**src/shared/ldo_regs_pkg.sv**
```systemverilog
`default_nettype none
package ldo_regs_pkg;
    // register offsets, printed offsets are not multiples of four: index, byte address is 4x
    localparam logic [7:0] CH4_CTRL_IDX = 8'h51;
    localparam logic [7:0] CH5_VOLT_IDX = 8'h54;
    localparam logic [7:0] CH5_CTRL_IDX = 8'h55;
    localparam logic [7:0] CH6_VOLT_IDX = 8'h60;
    localparam logic [7:0] CH6_CTRL_IDX = 8'h61;
    localparam logic [7:0] CH7_VOLT_IDX = 8'h64;
    localparam logic [7:0] CH7_CTRL_IDX = 8'h65;
    localparam int         ADDR_W       = 10;
    localparam int         NUM_CH       = 3;
    // control field positions
    localparam int         ENABLE_BIT    = 7;
    localparam int         DISCHARGE_BIT = 6;
    localparam int         LOW_QUIESCENT_MODE_BIT     = 5;
    localparam int         DELAY_HI      = 4;
    localparam int         DELAY_LO      = 2;
    localparam int         FAULT_BIT     = 1;
    localparam int         PGOOD_BIT     = 0;
    localparam int         VSEL_W        = 6;
    // reset values
    localparam logic [5:0] VSEL_RESET = 6'h00;
    localparam logic [6:0] CTRL_RESET = 7'h00;
    // answer to an unmapped address
    localparam logic [31:0] UNMAPPED_DATA = 32'h0000_0000;
endpackage : ldo_regs_pkg
`default_nettype wire

```
**src/hdl/ldo_control_register_bank.sv**
```systemverilog
// Overview of operation
// - channels 5 to 7: six-bit read/write voltage select in low bits of voltage register, none for channel 4
// - control bit 7 is regulator enable, one on, zero off
// - control bit 6 enables output discharge while channel is shut down
// - control bit 5 selects low quiescent mode when one
// - control bits 4..2 hold turn-on delay code for sequencing
// - control bit 1 allows channel faults to raise the interrupt
// - control bit 0 reads power-good comparator, also for channel 4
// - voltage register bits 7..6 are reserved and read-only
//
// Register access over Wishbone is this design's own decision.
`timescale 1ns/1ps
`default_nettype none
module ldo_control_register_bank
    import ldo_regs_pkg::*;
(
    input  wire logic              clk_i,            // 50 MHz clock
    input  wire logic              rst_i,            // sync reset, high
    input  wire logic              cyc_i,            // wishbone cycle
    input  wire logic              stb_i,            // wishbone strobe
    input  wire logic              we_i,             // write enable
    input  wire logic [ADDR_W-1:0] adr_i,            // byte address
    input  wire logic [3:0]        sel_i,            // byte selects
    input  wire logic [31:0]       dat_i,            // write data
    output logic      [31:0]       dat_o,            // read data
    output logic                   ack_o,            // acknowledge
    input  wire logic [NUM_CH:0]   power_good_i,     // comparators, bit0 = ch4
    input  wire logic [NUM_CH-1:0] fault_i,          // fault detect ch5..7
    output logic [NUM_CH-1:0]      regulator_on_o,   // enable per channel
    output logic [NUM_CH-1:0]      discharge_o,      // discharge path on
    output logic [NUM_CH-1:0]      low_quiescent_o,  // low iq mode
    output logic [3*NUM_CH-1:0]    delay_code_o,     // turn-on delay codes
    output logic [VSEL_W*NUM_CH-1:0] voltage_select_o, // output level codes
    output logic [NUM_CH-1:0]      fault_irq_o       // per-channel fault request
);

    // bus decode
    // a request is taken while cyc and stb stand and no ack is out yet;
    // the ack follows one edge later and stands for a single cycle.
    // a write lands at the edge where the master samples that ack, so
    // address, direction and data have all stood for a full cycle by then
    // and nothing lands for a request that is dropped before its ack.
    // only the low byte lane carries register data, so sel_i[0] gates writes.
    wire logic              req_w     = cyc_i & stb_i & ~ack_o;
    wire logic              commit_w  = cyc_i & stb_i & ack_o;
    wire logic [7:0]        idx_w     = adr_i[ADDR_W-1:2];
    wire logic              wr_w      = commit_w & we_i & sel_i[0];
    wire logic              ch4_hit_w = (idx_w == CH4_CTRL_IDX);
    logic [NUM_CH-1:0]      volt_hit_w;
    logic [NUM_CH-1:0]      ctrl_hit_w;
    logic [VSEL_W-1:0]      vsel_q [NUM_CH];
    logic [6:0]             ctrl_q [NUM_CH];
    logic [NUM_CH:0]        pgood_q;
    logic [7:0]             rd_byte_w [NUM_CH];
    logic [7:0]             rd_or_w;
    logic [7:0]             ch4_byte_w;
    logic [31:0]            rd_word_w;

    // register map, one byte per word index (byte address is 4x index)
    //   ch4 control  : power-good only, everything else reads zero
    //   ch5 voltage  : six-bit level code, top two bits reserved
    //   ch5 control  : enable, discharge, low iq, delay, allow, power-good
    //   ch6 voltage  : as ch5
    //   ch6 control  : as ch5
    //   ch7 voltage  : as ch5
    //   ch7 control  : as ch5
    // any other index reads zero and ignores writes, but is still acked,
    // so a stray access never hangs the bus.

    // power-good sampled into status register
    always_ff @(posedge clk_i)
    begin
        if (rst_i)
            pgood_q <= '0;
        else
            pgood_q <= power_good_i;
    end

    // one slice per regulator channel: decode, storage, read byte, pins
    genvar g;
    generate
        for (g = 0; g < NUM_CH; g++)
        begin : gen_ch
            // word indices of this channel's two registers
            localparam logic [7:0] VIDX = (g == 0) ? CH5_VOLT_IDX : (g == 1) ? CH6_VOLT_IDX : CH7_VOLT_IDX;
            localparam logic [7:0] CIDX = (g == 0) ? CH5_CTRL_IDX : (g == 1) ? CH6_CTRL_IDX : CH7_CTRL_IDX;

            // named control fields; stored bit k sits at position k-1,
            // since the power-good bit 0 has no storage of its own
            wire logic       en_w;
            wire logic       dis_w;
            wire logic       low_quiescent_mode_w;
            wire logic [2:0] delay_w;
            wire logic       allow_w;
            wire logic       vwr_w;
            wire logic       cwr_w;

            // address match for this channel
            assign volt_hit_w[g] = (idx_w == VIDX);
            assign ctrl_hit_w[g] = (idx_w == CIDX);

            // write strobes, only at the acked edge
            assign vwr_w = wr_w & volt_hit_w[g];
            assign cwr_w = wr_w & ctrl_hit_w[g];

            // field breakout from the stored control bits
            assign en_w    = ctrl_q[g][ENABLE_BIT-1];
            assign dis_w   = ctrl_q[g][DISCHARGE_BIT-1];
            assign low_quiescent_mode_w = ctrl_q[g][LOW_QUIESCENT_MODE_BIT-1];
            assign delay_w = ctrl_q[g][DELAY_HI-1:DELAY_LO-1];
            assign allow_w = ctrl_q[g][FAULT_BIT-1];

            // voltage select storage; reserved bits 7..6 are not kept
            always_ff @(posedge clk_i)
            begin
                if (rst_i)
                    vsel_q[g] <= VSEL_RESET;
                else if (vwr_w)
                    vsel_q[g] <= dat_i[VSEL_W-1:0];
            end

            // control storage; a write to bit 0 has nowhere to land
            always_ff @(posedge clk_i)
            begin
                if (rst_i)
                    ctrl_q[g] <= CTRL_RESET;
                else if (cwr_w)
                    ctrl_q[g] <= dat_i[7:1];
            end

            // read data for this channel, reserved bits zero
            assign rd_byte_w[g] = volt_hit_w[g] ? {2'h0, vsel_q[g]}
                                : ctrl_hit_w[g] ? {ctrl_q[g], pgood_q[g+1]}
                                : 8'h00;

            // regulator enable pin
            always_ff @(posedge clk_i)
            begin
                if (rst_i)
                    regulator_on_o[g] <= CTRL_RESET[ENABLE_BIT-1];
                else
                    regulator_on_o[g] <= en_w;
            end

            // discharge path, only while the channel is shut down
            always_ff @(posedge clk_i)
            begin
                if (rst_i)
                    discharge_o[g] <= 1'b0;
                else
                    discharge_o[g] <= dis_w & ~en_w;
            end

            // low quiescent mode select
            always_ff @(posedge clk_i)
            begin
                if (rst_i)
                    low_quiescent_o[g] <= CTRL_RESET[LOW_QUIESCENT_MODE_BIT-1];
                else
                    low_quiescent_o[g] <= low_quiescent_mode_w;
            end

            // turn-on delay code handed to the sequencer
            always_ff @(posedge clk_i)
            begin
                if (rst_i)
                    delay_code_o[3*g+:3] <= CTRL_RESET[DELAY_HI-1:DELAY_LO-1];
                else
                    delay_code_o[3*g+:3] <= delay_w;
            end

            // output level code
            always_ff @(posedge clk_i)
            begin
                if (rst_i)
                    voltage_select_o[VSEL_W*g+:VSEL_W] <= VSEL_RESET;
                else
                    voltage_select_o[VSEL_W*g+:VSEL_W] <= vsel_q[g];
            end

            // fault request, a level that follows the fault while allowed;
            // not sticky, so whoever takes it must latch it if needed
            always_ff @(posedge clk_i)
            begin
                if (rst_i)
                    fault_irq_o[g] <= 1'b0;
                else
                    fault_irq_o[g] <= fault_i[g] & allow_w;
            end
        end
    endgenerate

    // channel 4 control reads power-good alone, writes to it are dropped
    assign ch4_byte_w = ch4_hit_w ? {7'h00, pgood_q[0]} : 8'h00;

    // read mux
    assign rd_or_w = rd_byte_w[0] | rd_byte_w[1] | rd_byte_w[2]
                   | (ch4_hit_w ? {7'h00, pgood_q[0]} : 8'h00);

    // full read word, upper lanes always zero
    assign rd_word_w = {24'h000000, rd_or_w};

    // ack one cycle per request; req_w drops while ack is out,
    // so a master that keeps stb up cannot stretch the pulse
    always_ff @(posedge clk_i)
    begin
        if (rst_i)
            ack_o <= 1'b0;
        else
            ack_o <= req_w;
    end

    // read data registered with the ack, zero outside it
    always_ff @(posedge clk_i)
    begin
        if (rst_i)
            dat_o <= UNMAPPED_DATA;
        else if (req_w)
            dat_o <= rd_word_w;
        else
            dat_o <= UNMAPPED_DATA;
    end

endmodule : ldo_control_register_bank
`default_nettype wire

```
**config.mk**
```make
export PLATFORM = sky130hd
export DESIGN_NAME = ldo_control_register_bank
export DESIGN_NICKNAME = d
export VERILOG_FILES = /design/src/shared/ldo_regs_pkg.sv /design/src/hdl/ldo_control_register_bank.sv
export SDC_FILE = /design/constraint.sdc
export NUM_CORES = 1
export LEC_CHECK = 0
export BUFFER_PORTS_ARGS = -buffer_cell sky130_fd_sc_hd__buf_2
export CORE_ASPECT_RATIO = 1.75
export CORE_UTILIZATION = 44
export CTS_CLUSTER_SIZE = 25
export DETAILED_ROUTE_END_ITERATION = 12
export PLACE_DENSITY = 0.86
export SLEW_MARGIN = 10
export SYNTH_ARGS = -nofsm -noshare
export SYNTH_HDL_FRONTEND = slang
export SYNTH_SLANG_ARGS = --single-unit
```
**constraint.sdc**
```tcl
create_clock -name clk_i -period 2 [get_ports clk_i]
set_clock_uncertainty 0.1 [all_clocks]
set_input_delay 0.4 -clock clk_i [delete_from_list [all_inputs] [get_ports clk_i]]
set_output_delay 0.4 -clock clk_i [all_outputs]
set_load 0.05 [all_outputs]
```
* Word-level counts from Yosys, hierarchy flattened
Memory sizes are Yosys's and may differ from the RTL's.
Index checks and enable logic that the tools add are counted.
** Storage, ports and cells
- Memory bits (writable) :: 39
- Memories kept :: 2
- Logic and storage cells :: 96
- Register bits :: 76
- Output and inout bits :: 72
- Input bits :: 58
** Operators by class
- Reduce and logical (&&, ||, !) cells :: 1
- Multiplexer cells :: 33
- Bitwise operators :: 31
- Equal/unequal tests :: 7
** Memory list
- ctrl_q :: depth 3, width 7, rd ports 3, clocked after Yosys merged registers in 0, write ports 3, line ldo_control_register_bank.sv:52 : logic [6:0] ctrl_q [NUM_CH];
- vsel_q :: depth 3, width 6, rd ports 3, clocked after Yosys merged registers in 0, write ports 3, line ldo_control_register_bank.sv:51 : logic [VSEL_W-1:0] vsel_q [NUM_CH];
** Operators by type and width (count)
- 8-bit by 7-bit equality test with 1-bit output (second input constant) :: 7
- 8-bit 2-to-1 mux :: 6
- 1-bit 2-to-1 mux :: 21
- 7-bit 2-to-1 mux :: 3
- 6-bit 2-to-1 mux :: 3
- 1-bit AND :: 17
- 8-bit OR :: 2
- 8-bit by 1-bit OR with 8-bit output :: 1
- 1-bit OR :: 6
- 1-bit inverter :: 5
- 2-bit OR reduction :: 1

* Depth between registers and ports, before layout
- Word-level depth :: 9
- Mapped depth :: 6
- Gate-level depth less buffers :: 4

* Least setup slack after synthesis
OpenSTA, ideal clock, no wires.
- Kind :: register -> register
- Start :: register ack_o
- End :: memory vsel_q[1][0], data pin
- Slack :: 56 ps
- Stages on the path, launching flop included :: 6
- Required time :: 1769 ps
- Clock period less this slack :: 1944 ps
- Buffers on the path :: 1
- Setup time :: 131 ps
- Arrival :: 1712 ps
- Path through :: dfxtp_1 > and3_1 > or3b_1 > buf_4 > nor3b_4 > and2_1
** RTL lines
- start, declared :: line ldo_control_register_bank.sv:26 : output logic ack_o,
- start signal, assigned :: line ldo_control_register_bank.sv:210 : ack_o <= req_w;
- end, declared :: line ldo_control_register_bank.sv:51

==> metrics.yaml <==
status:
  outcome: "finished with violations"
  violations: "design-rule violations"
worst_hold_path:
  min_to: "pgood_q[0]"
  holdPathStages: 2
  worstHoldStart: "power_good_i[0]"
  hp-class: "in2reg"
floorplan:
  start_util_pct: 45.6
  die-area_um2: 8640
  die_x_um: 70.7
  core_um2: 7960
  num_io_pins: 130
  fp-row-count: 43
  die_y_um: 122
route:
  drt-initial-drc-count: 217
  drt-pass1-iter-count: 8
  wire_per_inst_um: 15.7
  finalWirelength_mm: 7.59
  routed-via-count: 2434
  vias_per_cell: 5.04
  ant_nets: 0
  drc: 12
pwr:
  p_int_uw: 3160
  p_switching_uw: 1010
  sequentialPowerShare_pct: 48.3
  pwr-share-clk_pct: 42.2
  p_sw_share_pct: 24.2
  ir_worst_vdd_mv: 0.508
  powerDensity_nw_per_um2: 950
  p_leak_uw: 0.00187
  p_comb_share_pct: 9.5
critical_path:
  cp.required_ns: 2.11
  start_kind: "register"
  rr_endpoint: "vsel_q[0][3]"
  reg2reg_slack_ns: 0.19
  critical_path_class: "reg2reg"
  ff2ff_path_depth: 4
  worstReg2RegStart: "ack_o"
  arrival_ns: 1.91
  endpoint_kind: "register"
  cp_max_fo: 6
synth:
  netlist_area_um2: 3630
  synth_edf_count: 39
  synth_seq_cells: 91
  synth_top_cell_by_area: "edfxtp_1"
  yosys-top-cells-area: "edfxtp_1 (32%), dfxtp_1 (29%), and2_1 (6.9%), nor2b_1 (6.9%), buf_4 (5.4%)"
  ys.flop_type: "dfxtp_1"
  yosysSeqAreaShare_pct: 60.9
  avgSynthCellArea_um2: 12.0
  ys_warn_count: 0
  synth_top_area_share_pct: 32.2
  ys_types: 39
  async_flop_share_pct: 0
  syn-instance-count: 302
cts:
  clk-insertion-delay-late_ns: 0.35
  cts_buffers: 9
  cts_tree: "built"
  clock-sinks: 91
  clockBufferDepth: 2
  ctsHtreeMaxLevel: 3
  post-cts-setup-buffers: 0
  cts_resized: 0
  clock_tree.root_cell: "clkbuf_16"
  cts_hold_buffers: 0
  path_clk_slew_ns: 0.07
layout:
  final_util_pct: 55.1
  fin_nets: 446
  layoutNonFillerInstCount: 483
  n_antenna_cell: 0
  finalInstanceArea_um2: 4390
  drive_above_1_share_pct: 29.3
  syn_to_final_growth_pct: 20.7
timing:
  timing.fmax_ghz: 0.553
  period_share_pct: 90.4
  hold_viol_final: 0
  setup_viol: 0
  hold_ws_ns: 0.174
  rsz0062_at_grt: "false"
  tns_ns: 0
  period_needed_ns: 1.81
  final_max_slew_viol_count: 0
run:
  drv_cap: 0
global_routing:
  grt_pass1_wl_mm: 11.6
  antenna_found_initial: 0
  overflow: 0
  grt_max_degree: 38
  grt_use_total_pct: 18.5
  grt_pass1_vias: 2323
place:
  post-dp-hpwl_mm: 5.77
  dpl_cell_area_um2: 4070
  gp_congestion: 0.888
  dp_cells: 467
  port-buffer-count: 76
-- cell usage in the layout (no fill, tap or decap), types with 4 or more instances in the layout --
| cell | count |
|---|---|
| o21bai_1 | 5 |
| conb_1 | 24 |
| a21oi_1 | 8 |
| buf_4 | 12 |
| nand2_1 | 12 |
| nand3b_1 | 6 |
| edfxtp_1 | 39 |
| and2_1 | 40 |
| nand3_1 | 7 |
| nor2b_1 | 40 |
| dfxtp_1 | 52 |
| clkbuf_16 | 10 |
| o21ai_0 | 4 |
| a22o_1 | 9 |
| buf_2 | 76 |
| nor2_1 | 6 |
-- cell usage after synthesis (all sizes together), types with 2 or more instances --
cell    instances
dfxtp          52
and2           40
nor2b          40
edfxtp         39
buf            29
nand2          12
a22o            9
nor2            9
a21oi           8
clkbuf          7
nand3           7
nand3b          6
o21bai          5
nor3b           4
o21ai           4
a21boi          3
a32oi           3
and4bb          3
mux2            3
mux2i           3
a22oi           2
nor3            2
nor4            2
-- logic make-up after synthesis --
kind of cell,Yosys count,synth area share [%]
AND/OR/NAND/NOR,132,23.8
flip-flops,91,60.9
buffers and inverters,37,6.65
AO/OA/AOI/OAI,35,6.82
multiplexers,6,1.76
other,1,0.103
-- layout make-up --
cell class                 instances  area, um^2
fill                             672        3580
timing repair buffer              88         470
multi-input combinational        197        1270
clock buffer                      11         264
inverter                           1        3.75
clock inverter                     5        57.6
sequential                        91        2210
tap                               90         113
-- power by group through the flow --
stage	registers [uW]	clock network (uW)	logic, uW
2_1_floorplan	2140	0	228
3_3_place_gp	2050	0	389
3_5_place_dp	2050	0	395
4_1_cts	2010	1780	396
5_1_grt	2020	1850	416
6_report	2010	1760	397
-- per-stage QoR --
step	total power [uW]	setup WS (ns)
2_1_floorplan	2370	0.0564
3_3_place_gp	2440	0.115
3_5_place_dp	2450	0.0697
4_1_cts	4190	0.186
5_1_grt	4290	0.107
6_report	4170	0.192
-- critical path: stages, from the launching register on --
cell and delay, ns:
dfxtp_1 0.35, and3_1 0.17, or3b_1 0.52, nor2_1 0.33, and2_1 0.19
-- sequential cells by signal, summed over array words and instances, names as in the netlist --
| signal | flops |
|---|---|
| discharge_o | 3 |
| regulator_on_o | 3 |
| ack_o | 1 |
| fault_irq_o | 3 |
| voltage_select_o | 18 |
| delay_code_o | 9 |
| pgood_q | 4 |
| dat_o | 8 |
| vsel_q | 18 |
| low_quiescent_o | 3 |
| ctrl_q | 21 |
-- per-layer routing --
metal,wire [um],track usage (%),vias to the layer above
met5,0,0,-
met3,537,3.86,25
met4,378,14.4,0
met1,2680,19.6,1125
li1,-,-,1166
met2,4000,31.8,118
-- worst max-delay path by stage --
stage | from | to | slack [ns]
2_1_floorplan | ack_o | vsel_q[1][0] | 0.06
3_3_place_gp | adr_i[7] | ctrl_q[1][0] | 0.11
3_5_place_dp | sel_i[0] | vsel_q[0][3] | 0.07
4_1_cts | ack_o | vsel_q[0][3] | 0.19
5_1_grt | ack_o | vsel_q[2][2] | 0.11
6_report | ack_o | vsel_q[0][3] | 0.19
(Power assumes the default switching activity.)
